<file path="src/inc/card_decode_pkg.sv">
// Package for the card host access decode block.
// Assumes one 125 MHz clock and an active-low asynchronous reset.
package card_decode_pkg;
   // Clock period in nanoseconds
   localparam int          CLK_PERIOD_NS     = 8;
   // Least time that a wait assertion lasts before release, in ns
   localparam int          WAIT_MIN_NS       = 16;
   localparam int          WAIT_MIN_CYC      = (WAIT_MIN_NS + CLK_PERIOD_NS - 1) / CLK_PERIOD_NS;
   // Reset values of the active-low outputs (inactive high)
   localparam logic        NWAIT_RST         = 1'h1;
   localparam logic        NIREQ_RST         = 1'h1;
   localparam logic        NEVENT_RST        = 1'h1;
   localparam logic        NIOIS16_RST       = 1'h1;
   // Idle levels of the synchronised pins: host reset low, all else high
   localparam logic [8:0]  PIN_IDLE          = 9'h0FF;
   // Byte lane codes
   localparam logic [1:0]  LANE_NONE         = 2'h0;
   localparam logic [1:0]  LANE_LOW          = 2'h1;
   localparam logic [1:0]  LANE_HIGH         = 2'h2;
   localparam logic [1:0]  LANE_BOTH         = 2'h3;
   // Access cycle state machine
   typedef enum logic [1:0] {
      ST_IDLE = 2'b00,
      ST_WAIT = 2'b01,
      ST_DONE = 2'b10
   } cyc_state_type;
endpackage

</file>
<file path="src/rtl/card_host_decode.sv">
// Host access decode of a network controller on a PC Card socket.
// Assumes the host socket controller drives enables, strobes and address
// asynchronously; the core side answers with ready and receive events.
//
// Behaviour
// Host drives two active-low card enables
// Both enables high means bus idle
// Low enable only: byte access, A0 picks
// Both enables low: word access, A0 ignored
// High enable only: odd byte on upper lanes
// Space select low attribute, high common
// Host holds space select low for I/O
// Wait low lengthens the host cycle
// Interrupt output low requests service
// Reset input active high holds device
// Enabled wake event low on frame received
// Wake event holds until receive acknowledge
// 16-bit I/O indication low for I/O cycles; here held low whenever out of host reset
// Host strobes are active low
// Release wait once data valid or accepted
`timescale 1ns/10ps
`default_nettype none
module card_host_decode
   import card_decode_pkg::*;
(
   // Clock and reset
   input  wire logic        clk_i,
   input  wire logic        nrst_i,
   // Host socket pins
   input  wire logic        host_reset_i,
   input  wire logic        card_en1_n_i,
   input  wire logic        card_en2_n_i,
   input  wire logic        attr_sel_n_i,
   input  wire logic        addr0_i,
   input  wire logic        mem_rd_n_i,
   input  wire logic        mem_wr_n_i,
   input  wire logic        io_rd_n_i,
   input  wire logic        io_wr_n_i,
   output logic             wait_n_o,
   output logic             ireq_n_o,
   output logic             event_n_o,
   output logic             iois16_n_o,
   // Core side
   input  wire logic        core_ready_i,
   input  wire logic        irq_pending_i,
   input  wire logic        wake_enable_i,
   input  wire logic        frame_received_i,
   input  wire logic        rcv_irq_ack_i,
   output logic             core_reset_o,
   output logic             access_start_o,
   output logic [1:0]       lane_sel_o,
   output logic             odd_byte_o,
   output logic             attr_space_o,
   output logic             io_access_o,
   output logic             write_o
);

   // Pin count in the synchroniser
   // Must match the width of the pin idle pattern
   localparam int NSYNC = 9;

   // Three-stage synchronisers, one per pin
   logic [NSYNC-1:0] pin_in;
   logic [NSYNC-1:0] s1_r;
   logic [NSYNC-1:0] s2_r;
   logic [NSYNC-1:0] s3_r;
   logic [NSYNC-1:0] clean_r;      // Debounced pin values

   // Bit order: host reset on top, then enables, space select, A0, strobes
   assign pin_in = {host_reset_i, card_en1_n_i, card_en2_n_i, attr_sel_n_i, addr0_i,
                    mem_rd_n_i, mem_wr_n_i, io_rd_n_i, io_wr_n_i};

   // Per pin: a change counts once stages two and three agree
   // Trade-off: every pin pays four edges of latency, which the wait covers
   genvar g;
   generate
      for (g = 0; g < NSYNC; g++) begin : g_sync
         always_ff @(posedge clk_i or negedge nrst_i) begin
            if (!nrst_i) begin
               // Every stage starts at the pin's idle level, so that no
               // false strobe or host reset appears once reset lifts
               s1_r[g]    <= PIN_IDLE[g];
               s2_r[g]    <= PIN_IDLE[g];
               s3_r[g]    <= PIN_IDLE[g];
               clean_r[g] <= PIN_IDLE[g];
            end else begin
               s1_r[g] <= pin_in[g];
               s2_r[g] <= s1_r[g];
               s3_r[g] <= s2_r[g];
               // A pin still in motion keeps its last clean value
               if (s2_r[g] == s3_r[g]) begin
                  clean_r[g] <= s3_r[g];
               end
            end
         end
      end
   endgenerate

   // Named clean pins
   // Pins settle independently; a host that moves enables and strobes
   // together gives one consistent decode edge
   wire hrst    = clean_r[8];
   wire ce1_n   = clean_r[7];
   wire ce2_n   = clean_r[6];
   wire reg_n   = clean_r[5];
   wire a0      = clean_r[4];
   wire mrd_n   = clean_r[3];
   wire mwr_n   = clean_r[2];
   wire iord_n  = clean_r[1];
   wire iowr_n  = clean_r[0];

   // Decode
   // Plain decode on the clean pins; no state involved
   wire bus_idle  = ce1_n & ce2_n;
   wire io_cmd    = ~iord_n | ~iowr_n;
   wire mem_cmd   = ~mrd_n | ~mwr_n;
   wire cmd_any   = io_cmd | mem_cmd;
   // A strobe counts only while the card is selected and out of reset
   wire strobe    = ~bus_idle & cmd_any & ~hrst;
   wire is_write  = ~mwr_n | ~iowr_n;
   // Lane choice from the two enables
   // Byte mode keeps the data on the low lanes; A0 only names the byte
   wire [1:0] lanes_d = (!ce1_n && !ce2_n) ? LANE_BOTH :
                        (!ce1_n)           ? LANE_LOW :
                        (!ce2_n)           ? LANE_HIGH :
                                             LANE_NONE;
   // Odd byte: A0 counts only in byte mode
   wire odd_d     = (!ce1_n && ce2_n) ? a0 : (ce1_n && !ce2_n);
   // Space select taken as driven; I/O cycles rely on the host holding it low
   wire attr_d    = ~reg_n;

   // Cycle state
   cyc_state_type state_r;
   cyc_state_type state_nxt;
   // The counter saturates at the minimum, so two bits are enough
   logic [1:0]    wcnt_r;          // Least wait length counter
   logic [1:0]    wcnt_nxt;

   // Next state: wait held until core ready and minimum elapsed
   // The minimum gives the core a fixed head start before ready counts
   always_comb begin
      state_nxt = state_r;
      wcnt_nxt  = wcnt_r;
      case (state_r)
         ST_IDLE: begin
            // Counter restarts for every host cycle
            wcnt_nxt = 2'h0;
            if (strobe) begin
               state_nxt = ST_WAIT;
            end
         end
         ST_WAIT: begin
            if (wcnt_r < 2'(WAIT_MIN_CYC)) begin
               wcnt_nxt = wcnt_r + 2'h1;
            end
            // A host that drops its strobe early gets no data phase
            if (!strobe) begin
               state_nxt = ST_IDLE;          // Host aborted
            end else if (core_ready_i && wcnt_r >= 2'(WAIT_MIN_CYC - 1)) begin
               state_nxt = ST_DONE;
            end
         end
         ST_DONE: begin
            // Wait stays released until the host drops its strobe
            if (!strobe) begin
               state_nxt = ST_IDLE;
            end
         end
         default: state_nxt = ST_IDLE;
      endcase
   end

   // State registers; host reset forces idle
   // Host reset wins over any cycle in flight, so the core sees no half access
   always_ff @(posedge clk_i or negedge nrst_i) begin
      if (!nrst_i) begin
         state_r <= ST_IDLE;
         wcnt_r  <= 2'h0;
      end else if (hrst) begin
         state_r <= ST_IDLE;
         wcnt_r  <= 2'h0;
      end else begin
         state_r <= state_nxt;
         wcnt_r  <= wcnt_nxt;
      end
   end

   // Output registers
   logic wake_r;                   // Wake event latched
   logic start_r;
   // Start pulses for one cycle as the state machine leaves idle
   wire  start_nxt = (state_r == ST_IDLE) && strobe;

   // Pin outputs and latched decode
   // Wait follows the next state, so it falls on the same edge as the start
   // Decode is captured once per cycle and then held for the core
   always_ff @(posedge clk_i or negedge nrst_i) begin
      if (!nrst_i) begin
         wait_n_o       <= NWAIT_RST;
         ireq_n_o       <= NIREQ_RST;
         iois16_n_o     <= NIOIS16_RST;
         core_reset_o   <= 1'h1;
         start_r        <= 1'h0;
         lane_sel_o     <= LANE_NONE;
         odd_byte_o     <= 1'h0;
         attr_space_o   <= 1'h0;
         io_access_o    <= 1'h0;
         write_o        <= 1'h0;
      end else begin
         // All pin outputs go inactive while the host holds reset
         core_reset_o <= hrst;
         wait_n_o     <= ~(state_nxt == ST_WAIT) | hrst;
         ireq_n_o     <= ~irq_pending_i | hrst;
         // Card is a 16-bit design, so advertise it whenever not in reset
         iois16_n_o   <= hrst;
         start_r      <= start_nxt & ~hrst;
         if (start_nxt) begin
            lane_sel_o   <= lanes_d;
            odd_byte_o   <= odd_d;
            attr_space_o <= attr_d;
            io_access_o  <= io_cmd;
            write_o      <= is_write;
         end
      end
   end
   assign access_start_o = start_r;

   // Wake event: set wins over acknowledge
   // Limitation: a frame that lands with the acknowledge keeps it low
   // Host reset clears a pending wake, since the core restarts as well
   always_ff @(posedge clk_i or negedge nrst_i) begin
      if (!nrst_i) begin
         wake_r <= 1'h0;
      end else if (hrst) begin
         wake_r <= 1'h0;
      end else if (wake_enable_i && frame_received_i) begin
         wake_r <= 1'h1;
      end else if (rcv_irq_ack_i) begin
         wake_r <= 1'h0;
      end
   end
   assign event_n_o = ~wake_r;

   // Assertions
   // They watch the clean pin values, so they judge what the decode saw
   // Idle bus: no start and no wait
   a_idle_no_start: assert property (@(posedge clk_i) disable iff (!nrst_i)
      bus_idle |=> !start_r) else $error("access started while idle");
   a_idle_no_wait: assert property (@(posedge clk_i) disable iff (!nrst_i)
      bus_idle |=> wait_n_o) else $error("wait driven while idle");
   // Word access: both lanes, even start
   a_word_lanes: assert property (@(posedge clk_i) disable iff (!nrst_i)
      start_nxt && !ce1_n && !ce2_n |=> lane_sel_o == LANE_BOTH)
      else $error("word access lanes wrong");
   a_word_even: assert property (@(posedge clk_i) disable iff (!nrst_i)
      start_nxt && !ce1_n && !ce2_n |=> !odd_byte_o)
      else $error("word access flagged odd");
   // Byte access: low lanes, A0 names the byte
   a_byte_lane: assert property (@(posedge clk_i) disable iff (!nrst_i)
      start_nxt && !ce1_n && ce2_n |=> lane_sel_o == LANE_LOW && odd_byte_o == $past(a0))
      else $error("byte lane wrong");
   // Odd-byte-only access on the upper lanes
   a_odd_only: assert property (@(posedge clk_i) disable iff (!nrst_i)
      start_nxt && ce1_n && !ce2_n |=> lane_sel_o == LANE_HIGH && odd_byte_o)
      else $error("odd byte access wrong");
   // Space select
   a_space_sel: assert property (@(posedge clk_i) disable iff (!nrst_i)
      start_nxt |=> attr_space_o == !$past(reg_n)) else $error("space select wrong");
   // Wait: falls with the start, lasts the minimum, lifts on ready
   // Ready before the minimum is held off by the counter
   a_wait_start: assert property (@(posedge clk_i) disable iff (!nrst_i)
      start_nxt |=> !wait_n_o) else $error("wait not asserted");
   a_wait_min: assert property (@(posedge clk_i) disable iff (!nrst_i)
      start_r && strobe |=> !wait_n_o) else $error("wait shorter than minimum");
   a_wait_release: assert property (@(posedge clk_i) disable iff (!nrst_i)
      state_r == ST_DONE |-> wait_n_o) else $error("wait held after ready");
   a_done_hold: assert property (@(posedge clk_i) disable iff (!nrst_i)
      state_r == ST_DONE && strobe |=> state_r == ST_DONE && wait_n_o)
      else $error("wait fell again after ready");
   // Interrupt mirror
   a_irq_follow: assert property (@(posedge clk_i) disable iff (!nrst_i)
      irq_pending_i && !hrst |=> !ireq_n_o) else $error("interrupt not driven");
   a_irq_release: assert property (@(posedge clk_i) disable iff (!nrst_i)
      !irq_pending_i |=> ireq_n_o) else $error("interrupt not released");
   // Wake event
   // Acknowledge alone clears it; set wins when both land
   a_wake_hold: assert property (@(posedge clk_i) disable iff (!nrst_i)
      !event_n_o && !rcv_irq_ack_i && !hrst |=> !event_n_o) else $error("wake dropped");
   a_wake_set: assert property (@(posedge clk_i) disable iff (!nrst_i)
      wake_enable_i && frame_received_i && !hrst |=> !event_n_o) else $error("wake missed");
   // Host reset, seen through the synchroniser four edges late
   a_reset_hold: assert property (@(posedge clk_i) disable iff (!nrst_i)
      hrst |=> core_reset_o && state_r == ST_IDLE) else $error("reset not held");
   a_reset_quiet: assert property (@(posedge clk_i) disable iff (!nrst_i)
      hrst |=> wait_n_o && ireq_n_o && event_n_o && iois16_n_o)
      else $error("outputs active in host reset");
   // 16-bit indication
   a_io16: assert property (@(posedge clk_i) disable iff (!nrst_i)
      !hrst |=> !iois16_n_o) else $error("16-bit indication missing");

   // Main scenarios
   c_word: cover property (@(posedge clk_i) start_nxt && !ce1_n && !ce2_n);
   c_byte_odd: cover property (@(posedge clk_i) start_nxt && !ce1_n && ce2_n && a0);
   c_odd_only: cover property (@(posedge clk_i) start_nxt && ce1_n && !ce2_n);
   c_wait_done: cover property (@(posedge clk_i) state_r == ST_WAIT ##1 state_r == ST_DONE);
   c_wake: cover property (@(posedge clk_i) !event_n_o ##1 event_n_o);

endmodule
`default_nettype wire

</file>
<file path="config.mk">
export PLATFORM = sky130hd
export DESIGN_NAME = card_host_decode
export DESIGN_NICKNAME = d
export VERILOG_FILES = /design/src/inc/card_decode_pkg.sv /design/src/rtl/card_host_decode.sv
export SDC_FILE = /design/constraint.sdc
export NUM_CORES = 1
export LEC_CHECK = 0
export BUFFER_PORTS_ARGS = -buffer_cell sky130_fd_sc_hd__buf_2
export CAP_MARGIN = 15
export CORE_MARGIN = 2
export CORE_UTILIZATION = 35
export CTS_CLUSTER_DIAMETER = 30
export DETAILED_ROUTE_END_ITERATION = 10
export PLACE_DENSITY = 0.56
export SLEW_MARGIN = 20
export SYNTH_ARGS = -nofsm -noshare
export SYNTH_HDL_FRONTEND = slang
export SYNTH_SLANG_ARGS = --single-unit
</file>
<file path="constraint.sdc">
create_clock -name clk_i -period 1.3 [get_ports clk_i]
set_clock_uncertainty 0.05 [all_clocks]
set_input_delay 0.065 -clock clk_i [delete_from_list [all_inputs] [get_ports clk_i]]
set_output_delay 0.065 -clock clk_i [all_outputs]
set_load 0.03 [all_outputs]
</file>
==> metrics.yaml, run 1 <==
die:
  ios: 28
  die_area_sq_um: 5530
  rows: 25
  die_x_um: 74.4
  start_util_pct: 36.4
  die_h_um: 74.4
  core-area_sq_um: 4750
synthesis:
  synth-warning-count: 0
  synth_edf_count: 0
  synthesis.nets: 119
  post-synth-top-area-fraction_pct: 53.1
  synth_area_leader_cell: "dfstp_2"
  synth.yosys.seq_area_share_pct: 76.2
  ys_top_cells_by_area: "dfstp_2 (53%), dfrtp_1 (23%), maj3_1 (5.2%)"
  syn_area_sq_um: 1730
  ys_ff_latch: 51
  avgSynthCellArea_sq_um: 17.0
  syn_inst: 102
  synth-async-reset-ratio_pct: 100
  yosysUniqueCellTypes: 26
  dominantRegCellSynth: "dfstp_2"
clock_network:
  cts_max_level: 2
  cts_buffer_depth: 2
  cts_root_buf: "clkbuf_8"
  cts_tree: "built"
  cts.sinks: 51
  clk_pin_slew_ns: 0.09
  numCtsBuffers: 5
  clkLatencyLatePin_ns: 0.30
placement:
  gp_congestion: 0.715
  post-dp-hpwl_um: 1710
  io_buffer_count: 27
  place_ws_ns: -0.00273
  dp.cells: 201
timing:
  max_slew_margin_pct: 81.1
  tightest_slew_ns: 0.279
  clock.fmax_mhz: 781
  finalSetupViolCount: 0
  tns_ns: 0
  fin_ws_ns: 0.0197
  fin_crit_sh_pct: 98.5
  grt_setup_unrepaired: "yes"
  hold_ws_ns: 0.145
  drv_slew: 0
  period_minus_slack_ns: 1.28
  report.final.hold_viol_count: 0
layout:
  final_cell_mix: "dfstp_2 (35), buf_2 (27), dfrtp_1 (16)"
  layout.nets: 173
  final_cell_count_no_fill: 224
  final_common_cell: "dfstp_2"
  nFillCells: 427
  n_antenna_cell: 0
  syn2layout_area_growth_pct: 30.8
  drive_above_1_share_pct: 54.8
  utilization_pct: 47.7
worst_setup_path:
  critPathBufInv: 0
  cp-end-kind: "flop"
  start_kind: "flop"
  crit_path_top_delay_cell: "dfstp_2"
  path_class: "reg2reg"
  worst-path-max-fanout: 5
  arrival_ns: 1.42
  critPathTopFamily: "flip-flops"
  reg2reg_depth: 3
  cp.depth: 3
  path_cells: "nand4_4, nand3_4, mux2_4"
  slowest_delay_ns: 0.57
  required_ns: 1.44
power_and_ir_drop:
  p_sw_uw: 1000
  internal-power_uw: 2610
  leakage_uw: 0.000993
  power.density_nw_per_um2: 1600
  switching_share_pct: 27.7
  vdd_drop_max_mv: 0.551
  seqPwrFrac_pct: 53.4
  p_comb_share_pct: 19.0
  power_frac_clock_pct: 27.7
grt:
  antenna_found_initial: 0
  grt_max_degree: 52
  grt_usage_pct: 11.0
  grt_pass1_wl_um: 4420
  grt_pass1_vias: 962
  grt-ovfl-total: 0
worst_hold_path:
  hold_path.class: "in2reg"
  min_path_cells: 3
route:
  drtAntennaViolNets: 0
  post-route-drc-count: 0
  wire_per_inst_um: 11.3
  vias_per_cell: 4.08
  drt_iter0_markers: 28
  dr.pass1.iters: 4
  via_count: 914
  wirelength_um: 2540
status:
  status: "finished clean"
flow_run:
  maxCapViolCount: 0
worst min-delay path: cells and delay by family:
family | cells | cell delay, ns
buffers and inverters | 1 | 0.08
AO/OA/AOI/OAI | 1 | 0.11
AND/OR/NAND/NOR | 1 | 0.20
power by group through the flow:
stage / logic, uW / registers, uW / clock network [uW]
floorplan: 242 / 2120 / 0
global placement: 642 / 1950 / 0
detailed placement: 659 / 1960 / 0
CTS: 692 / 1940 / 1050
global route: 746 / 1960 / 1120
finish: 686 / 1930 / 1000
path summary, 6_finish.rpt:
kind / end / slack [ns] / startpoint
max: write_o / 0.02 / iowr_n
min in group asynchronous: attr_space_o / 0.22 / nrst_i
max reg2reg: write_o / 0.02 / iowr_n
min: state_r[0] / 0.14 / core_ready_i
max in group asynchronous: s3_r[3] / 0.70 / nrst_i
min reg2reg: s2_r[8] / 0.30 / s1_r[8]
layout make-up:
cell class | count | area, sq um | share of cell area, %
Sequential cell | 51 | 1320 | 58.3
Multi-Input combinational cell | 41 | 373 | 16.5
Timing Repair Buffer | 49 | 352 | 15.5
Clock buffer | 6 | 93.8 | 4.14
Tap cell | 67 | 83.8 | 3.70
Inverter | 8 | 30.0 | 1.33
Clock inverter | 2 | 13.8 | 0.607
logic make-up after synthesis:
logic type               count (synthesis)  share of synthesized area [%]
multiplexers                             7                           5.20
adder cells (fa/ha/maj)                 10                           5.92
AO/OA/AOI/OAI                            8                           3.47
AND/OR/NAND/NOR                         16                           6.43
flip-flops                              51                           76.2
buffers and inverters                   10                           2.82
state kept, by name (all words and copies together) (netlist names), 2 cells and up:
register	cells
state_r	2
s2_r	9
wcnt_r	2
lane_sel_o	2
s3_r	9
s1_r	9
Yosys cell counts (2+ instances only):
master    number
a21oi_1        3
dfrtp_1       16
dfstp_2       35
inv_1          8
maj3_1         9
mux2_4         4
mux2i_1        3
nand2_1        4
nand2b_1       2
nor2_1         2
metrics by stage:
stage / total power (uW) / area (sq um)
2_1_floorplan: 2370 / 1730
3_3_place_gp: 2590 / 2000
3_5_place_dp: 2620 / 2000
4_1_cts: 3680 / 2250
5_1_grt: 3830 / 2270
6_report: 3610 / 2270
metal layers:
layer,vias to the layer above,part of all wire [%],global-route usage [%]
met5,-,0,0
met4,0,1.9,4.76
met3,7,5.1,4.88
met1,439,44,13.6
met2,23,48,16.8
li1,445,-,-
what timing repair did:
| action | 4_1_cts | 5_1_grt |
|---|---|---|
| setup buffers | 0 | 1 |
| gates cloned | 0 | 0 |
| pin swaps | 0 | 1 |
| hold buffers | 14 | 0 |
| endpoints found under the setup margin | 5 | 6 |
| endpoints found under the hold margin | 62 | 0 |
| resized for setup | 1 | 1 |
Power figures use the tool's default switching activity.
==> run 2, diff against run 1 <==
--- a/config.mk
+++ b/config.mk
@@ -12,7 +12,8 @@
 export CTS_CLUSTER_DIAMETER = 30
 export DETAILED_ROUTE_END_ITERATION = 10
 export PLACE_DENSITY = 0.56
-export SLEW_MARGIN = 20
+export RECOVER_POWER = 25
+export SLEW_MARGIN = 5
 export SYNTH_ARGS = -nofsm -noshare
 export SYNTH_HDL_FRONTEND = slang
 export SYNTH_SLANG_ARGS = --single-unit
==> metrics.yaml, run 2 (same netlist as run 1, synthesis figures left out) <==
grt:
  grt_pass1_wl_um: 4420  # unchanged
  grt_pass1_vias: 962  # unchanged
  antenna_found_initial: 0  # unchanged
  grt_usage_pct: 11.0  # unchanged
  grt_max_degree: 52  # unchanged
  grt-ovfl-total: 0  # unchanged
placement:
  io_buffer_count: 27  # unchanged
  gp_congestion: 0.715  # unchanged
  placedInstanceArea_sq_um: 2000  # unchanged
  post-dp-hpwl_um: 1710  # unchanged
worst_setup_path:
  required_ns: 1.44  # about the same
  arrival_ns: 1.42  # about the same
  start_kind: "flop"
  path_class: "reg2reg"
  worst-path-max-fanout: 5  # unchanged
  cp-end-kind: "flop"
status:
  status: "finished clean"
timing:
  finalSetupViolCount: 0  # unchanged
  tightest_slew_ns: 0.651  # +0.371 ns
  max_slew_margin_pct: 56.6  # -25 points
  grt_setup_unrepaired: "yes"
  report.final.hold_viol_count: 0  # unchanged
  clock.fmax_mhz: 781  # about the same
  hold_ws_ns: 0.145  # +0.0000830 ns
  fin_crit_sh_pct: 98.5  # about the same
  period_minus_slack_ns: 1.28  # +0.0000320 ns
  drv_slew: 0  # unchanged
clock_network:
  clk_pin_slew_ns: 0.09  # about the same
  clkLatencyLatePin_ns: 0.30  # about the same
  cts_root_buf: "clkbuf_8"
  numCtsBuffers: 5  # unchanged
  cts_max_level: 2  # unchanged
  cts_tree: "built"
  cts.sinks: 51  # unchanged
  cts_buffer_depth: 2  # unchanged
die:
  start_util_pct: 36.4  # unchanged
  die_x_um: 74.4  # unchanged
  core-area_sq_um: 4750  # unchanged
  die_h_um: 74.4  # unchanged
  rows: 25  # unchanged
  die_area_sq_um: 5530  # unchanged
  ios: 28  # unchanged
route:
  wirelength_um: 2550  # +0.16%
  dr.pass1.iters: 3  # -1
  wire_per_inst_um: 11.4  # +0.16%
  drt_iter0_markers: 28  # unchanged
  vias_per_cell: 4.07  # -0.22%
  via_count: 912  # -0.22%
  post-route-drc-count: 0  # unchanged
  drtAntennaViolNets: 0  # unchanged
power_and_ir_drop:
  seqPwrFrac_pct: 53.5  # about the same
  internal-power_uw: 2610  # -0.18%
  power_frac_clock_pct: 27.7  # about the same
  leakage_uw: 0.000988  # -0.48%
  p_comb_share_pct: 18.8  # -0.2 points
  p_total_uw: 3610  # -0.16%
  switching_share_pct: 27.7  # about the same
  power.density_nw_per_um2: 1600  # +0.39%
  vdd_drop_max_mv: 0.548  # -0.63%
  p_sw_uw: 1000  # -0.11%
layout:
  syn2layout_area_growth_pct: 30.0
  nFillCells: 429  # +0.47%
  top_regs: "s1_r: 9 flops, s2_r: 9 flops, s3_r: 9 flops"
  final_cell_mix: "dfstp_2 (35), buf_2 (27), dfrtp_1 (16)"
  multiInputGateArea_sq_um: 373  # unchanged
  stdcell_area_sq_um: 2250  # -0.55%
  regArea_sq_um: 1320  # unchanged
  n_antenna_cell: 0  # unchanged
  utilization_pct: 47.4  # -0.26 points
  final_common_cell: "dfstp_2"
  layout.nets: 173  # unchanged
  drive_above_1_share_pct: 54.8  # unchanged
worst_hold_path:
  hold_path.class: "in2reg"
flow_run:
  maxCapViolCount: 0  # unchanged
run 2: cell types whose count changed in the layout (fill, tap and decap cells not counted):
| cell | previous run | this run |
|---|---|---|
| buf_12 | 1 | 0 |
| clkbuf_4 | 0 | 1 |
run 2: worst max-delay path: stages (launching register included):
cell,delay (ns)
dfstp_2,0.57
nand4_4,0.12
nand3_4,0.12
mux2_4,0.31
run 2: layout make-up:
type                            instances  share of cell area (%)
Tap cell                               67                    3.72
Multi-Input combinational cell         41                    16.5
Inverter                                8                    1.33
Sequential cell                        51                    58.6
Clock inverter                          2                   0.611
Clock buffer                            6                    4.16
Timing Repair Buffer                   49                    15.0
run 2: power by group through the flow:
| stage | Clock, uW | Sequential, uW | Combinational, uW |
|---|---|---|---|
| 2_1_floorplan | 0 | 2120 | 242 |
| 3_3_place_gp | 0 | 1950 | 642 |
| 3_5_place_dp | 0 | 1960 | 659 |
| 4_1_cts | 1050 | 1940 | 692 |
| 5_1_grt | 1120 | 1960 | 740 |
| 6_report | 999 | 1930 | 680 |
run 2: worst paths after layout:
| path | slack [ns] | start | to | depth (start not counted) |
|---|---|---|---|---|
| setup / recovery | 0.02 | iowr_n | write_o | 3 |
| hold / removal | 0.15 | core_ready_i | state_r[0] | 3 |
| setup reg to reg | 0.02 | iowr_n | write_o | 3 |
| hold reg to reg | 0.30 | s1_r[8] | s2_r[8] | 0 |
| max in group asynchronous | 0.39 | nrst_i | s1_r[8] | 3 |
| min in group asynchronous | 0.38 | nrst_i | attr_space_o | 3 |
run 2: through the flow:
step	std cells	TNS (ns)	worst slack, ns
global placement	201	0	0.0391
finish	224	0	0.0196
CTS	223	0	0.0106
floorplan	102	0	0.0333
detailed placement	201	-0.00414	-0.00273
global route	224	-0.124	-0.0337
run 2: repair_timing:
| item | 4_1_cts | 5_1_grt |
|---|---|---|
| hold buffers | 14 | 0 |
| pin swaps | 0 | 1 |
| resized for setup | 1 | 1 |
| endpoints found under the setup margin | 5 | 6 |
| setup buffers | 0 | 1 |
| hold endpoints to repair | 62 | 0 |
run 2: metal layers:
layer / track usage [%] / wire (um)
met1: 13.6 / 1140
met2: 16.8 / 1230
met3: 4.88 / 125
met4: 4.76 / 48
met5: 0 / 0
==> run 3, diff against run 2 <==
--- a/config.mk
+++ b/config.mk
@@ -11,7 +11,7 @@
 export CORE_UTILIZATION = 35
 export CTS_CLUSTER_DIAMETER = 30
 export DETAILED_ROUTE_END_ITERATION = 10
-export PLACE_DENSITY = 0.56
+export PLACE_DENSITY = 0.6
 export RECOVER_POWER = 25
 export SLEW_MARGIN = 5
 export SYNTH_ARGS = -nofsm -noshare
==> constraint.sdc (replaced) <==
create_clock -name clk_i -period 1.5 [get_ports clk_i]
set_clock_uncertainty 0.05 [all_clocks]
set_input_delay 0.075 -clock clk_i [delete_from_list [all_inputs] [get_ports clk_i]]
set_output_delay 0.075 -clock clk_i [all_outputs]
set_load 0.03 [all_outputs]
==> metrics.yaml, run 3 (same netlist as run 1, synthesis figures left out) <==
timing:
  finalSetupViolCount: 0  # unchanged
  clock.fmax_mhz: 755  # -3.3%
  hold_ws_ns: 0.112  # -0.0335 ns
  report.final.hold_viol_count: 0  # unchanged
  tns_ns: 0  # unchanged
  tightest_slew_ns: 0.657  # +0.00683 ns
  fin_crit_sh_pct: 88.3  # -10 points
  drv_slew: 0  # unchanged
  max_slew_margin_pct: 56.2  # -0.46 points
  period_minus_slack_ns: 1.32  # +0.0435 ns
  grt_setup_unrepaired: "no"
worst_hold_path:
  min_path_cells: 3  # unchanged
  holdPathEnd: "state_r[0]"
  min_from: "core_ready_i"
  hold_path.class: "in2reg"
placement:
  gp_congestion: 0.681  # -4.8%
  placedInstanceArea_sq_um: 1950  # -2.3%
  io_buffer_count: 27  # unchanged
  post-dp-hpwl_um: 1680  # -1.8%
layout:
  final_cell_mix: "dfstp_2 (35), buf_2 (27), dfrtp_1 (16)"
  top_regs: "s1_r: 9 flops, s2_r: 9 flops, s3_r: 9 flops"
  n_antenna_cell: 0  # unchanged
  layout.nets: 166  # -4.0%
  syn2layout_area_growth_pct: 25.3
  drive_above_1_share_pct: 52.0  # -2.8 points
  final_common_cell: "dfstp_2"
  stdcell_area_sq_um: 2170  # -3.6%
worst_setup_path:
  start_kind: "flop"
  r2r_start: "mwr_n"
  rrSetupSlack_ns: 0.18  # +0.16 ns
  r2r-end: "write_o"
  path_class: "reg2reg"
  cp-end-kind: "flop"
  reg2reg_depth: 3  # unchanged
  worst-path-max-fanout: 7  # +2
  required_ns: 1.63  # +0.19 ns
  arrival_ns: 1.46  # +0.04 ns
  startpoint: "mwr_n"
route:
  dr.pass1.iters: 2  # -1
  wirelength_um: 2500  # -1.6%
  drtAntennaViolNets: 0  # unchanged
  post-route-drc-count: 0  # unchanged
  drt_iter0_markers: 19  # -32%
  wire_per_inst_um: 11.5  # +1.6%
  vias_per_cell: 4.14  # +1.8%
  via_count: 899  # -1.4%
grt:
  grt_usage_pct: 10.7  # -0.34 points
  grt_busiest_layer: "met2"
  grt_pass1_vias: 924  # -4.0%
  grt-ovfl-total: 0  # unchanged
  grt_max_degree: 52  # unchanged
  grt_use_met1_pct: 13.3  # -0.36 points
  groute.layer.met3.usage_pct: 5.28  # +0.41 points
  grt_pass1_wl_um: 4280  # -3.3%
  met2_usage_pct: 16.0  # -0.79 points
  antenna_found_initial: 0  # unchanged
power_and_ir_drop:
  p_comb_share_pct: 18.0  # -0.8 points
  internal-power_uw: 2180  # -17%
  power.density_nw_per_um2: 1380  # -14%
  p_total_uw: 3000  # -17%
  p_sw_uw: 828  # -17%
  switching_share_pct: 27.6  # -0.17 points
  leakage_uw: 0.000947  # -4.2%
  vdd_drop_max_mv: 0.573  # +4.6%
  power_frac_clock_pct: 25.9  # -1.8 points
  seqPwrFrac_pct: 56.1  # +2.6 points
clock_network:
  numCtsBuffers: 5  # unchanged
  cts_root_buf: "clkbuf_8"
  cts_max_level: 2  # unchanged
  cts_tree: "built"
  cts_buffer_depth: 2  # unchanged
  cts_resized: 0  # -1
  cts.sinks: 51  # unchanged
  clkLatencyLatePin_ns: 0.30  # about the same
  clk_pin_slew_ns: 0.09  # about the same
  cts_setup_buffers: 0  # unchanged
die:
  rows: 25  # unchanged
  die_h_um: 74.4  # unchanged
  start_util_pct: 36.4  # unchanged
  die_x_um: 74.4  # unchanged
  core-area_sq_um: 4750  # unchanged
  die_area_sq_um: 5530  # unchanged
  ios: 28  # unchanged
status:
  status: "finished clean"
flow_run:
  maxCapViolCount: 0  # unchanged
==> run 3: changes by cell type in the layout (fill, tap and decap cells not counted) <==
cell / previous run / this run
clkbuf_1: 0 / 1
nand4_2: 0 / 1
clkbuf_8: 5 / 6
buf_6: 1 / 0
clkinv_4: 1 / 0
nand4_4: 1 / 0
clkbuf_16: 1 / 0
buf_4: 6 / 0
==> run 3: layer usage <==
| metal | part of all wire [%] | up-vias | wire, um |
|---|---|---|---|
| met1 | 46 | 448 | 1160 |
| met4 | 0.68 | 0 | 17 |
| met2 | 48 | 21 | 1210 |
| met5 | 0 | - | 0 |
| met3 | 4.7 | 2 | 118 |
| li1 | - | 428 | - |
==> run 3: worst max path at each step <==
stage               endpoint  slack, ns  cells past startpoint
6_report             write_o       0.18                      3
5_1_grt           odd_byte_o       0.13                      3
4_1_cts              write_o       0.17                      3
3_5_place_dp   lane_sel_o[0]       0.18                      3
3_3_place_gp   lane_sel_o[0]       0.20                      3
2_1_floorplan    io_access_o       0.23                      3
==> run 3: worst max-delay path, stage by stage, from the launching register on <==
cell	delay (ns)
dfstp_2	0.56
nand4_2	0.14
nand3_4	0.16
mux2_4	0.31
==> run 3: final cells by class <==
type	count	area, sq um
inverters	8	30.0
clock inverters	1	5.00
flip-flops and latches	51	1320
well taps	67	83.8
fillers	437	2580
multi-input cells	41	364
repair buffers	42	283
clock buffers	7	86.3
==> run 3: per-stage QoR <==
step / utilization (%) / instances / worst slack [ns]
2_1_floorplan: - / 102 / 0.233
6_report: 45.7 / 217 / 0.176
4_1_cts: 45.9 / 217 / 0.166
5_1_grt: 45.7 / 217 / 0.129
3_5_place_dp: 41.1 / 195 / 0.178
3_3_place_gp: 41.1 / 195 / 0.202
==> run 3: power by group through the flow <==
stage                     combinational, uW  sequential, uW  clock (uW)
after floorplan                         210            1840           0
after global placement                  518            1700           0
after detailed placement                528            1710           0
after CTS                               556            1690         816
after global routing                    592            1710         883
final                                   541            1690         777
==> run 3: timing repair <==
action | 4_1_cts | 5_1_grt
hold endpoints to repair | 62 | 0
setup endpoints to repair | 0 | 0
hold buffers | 14 | 0
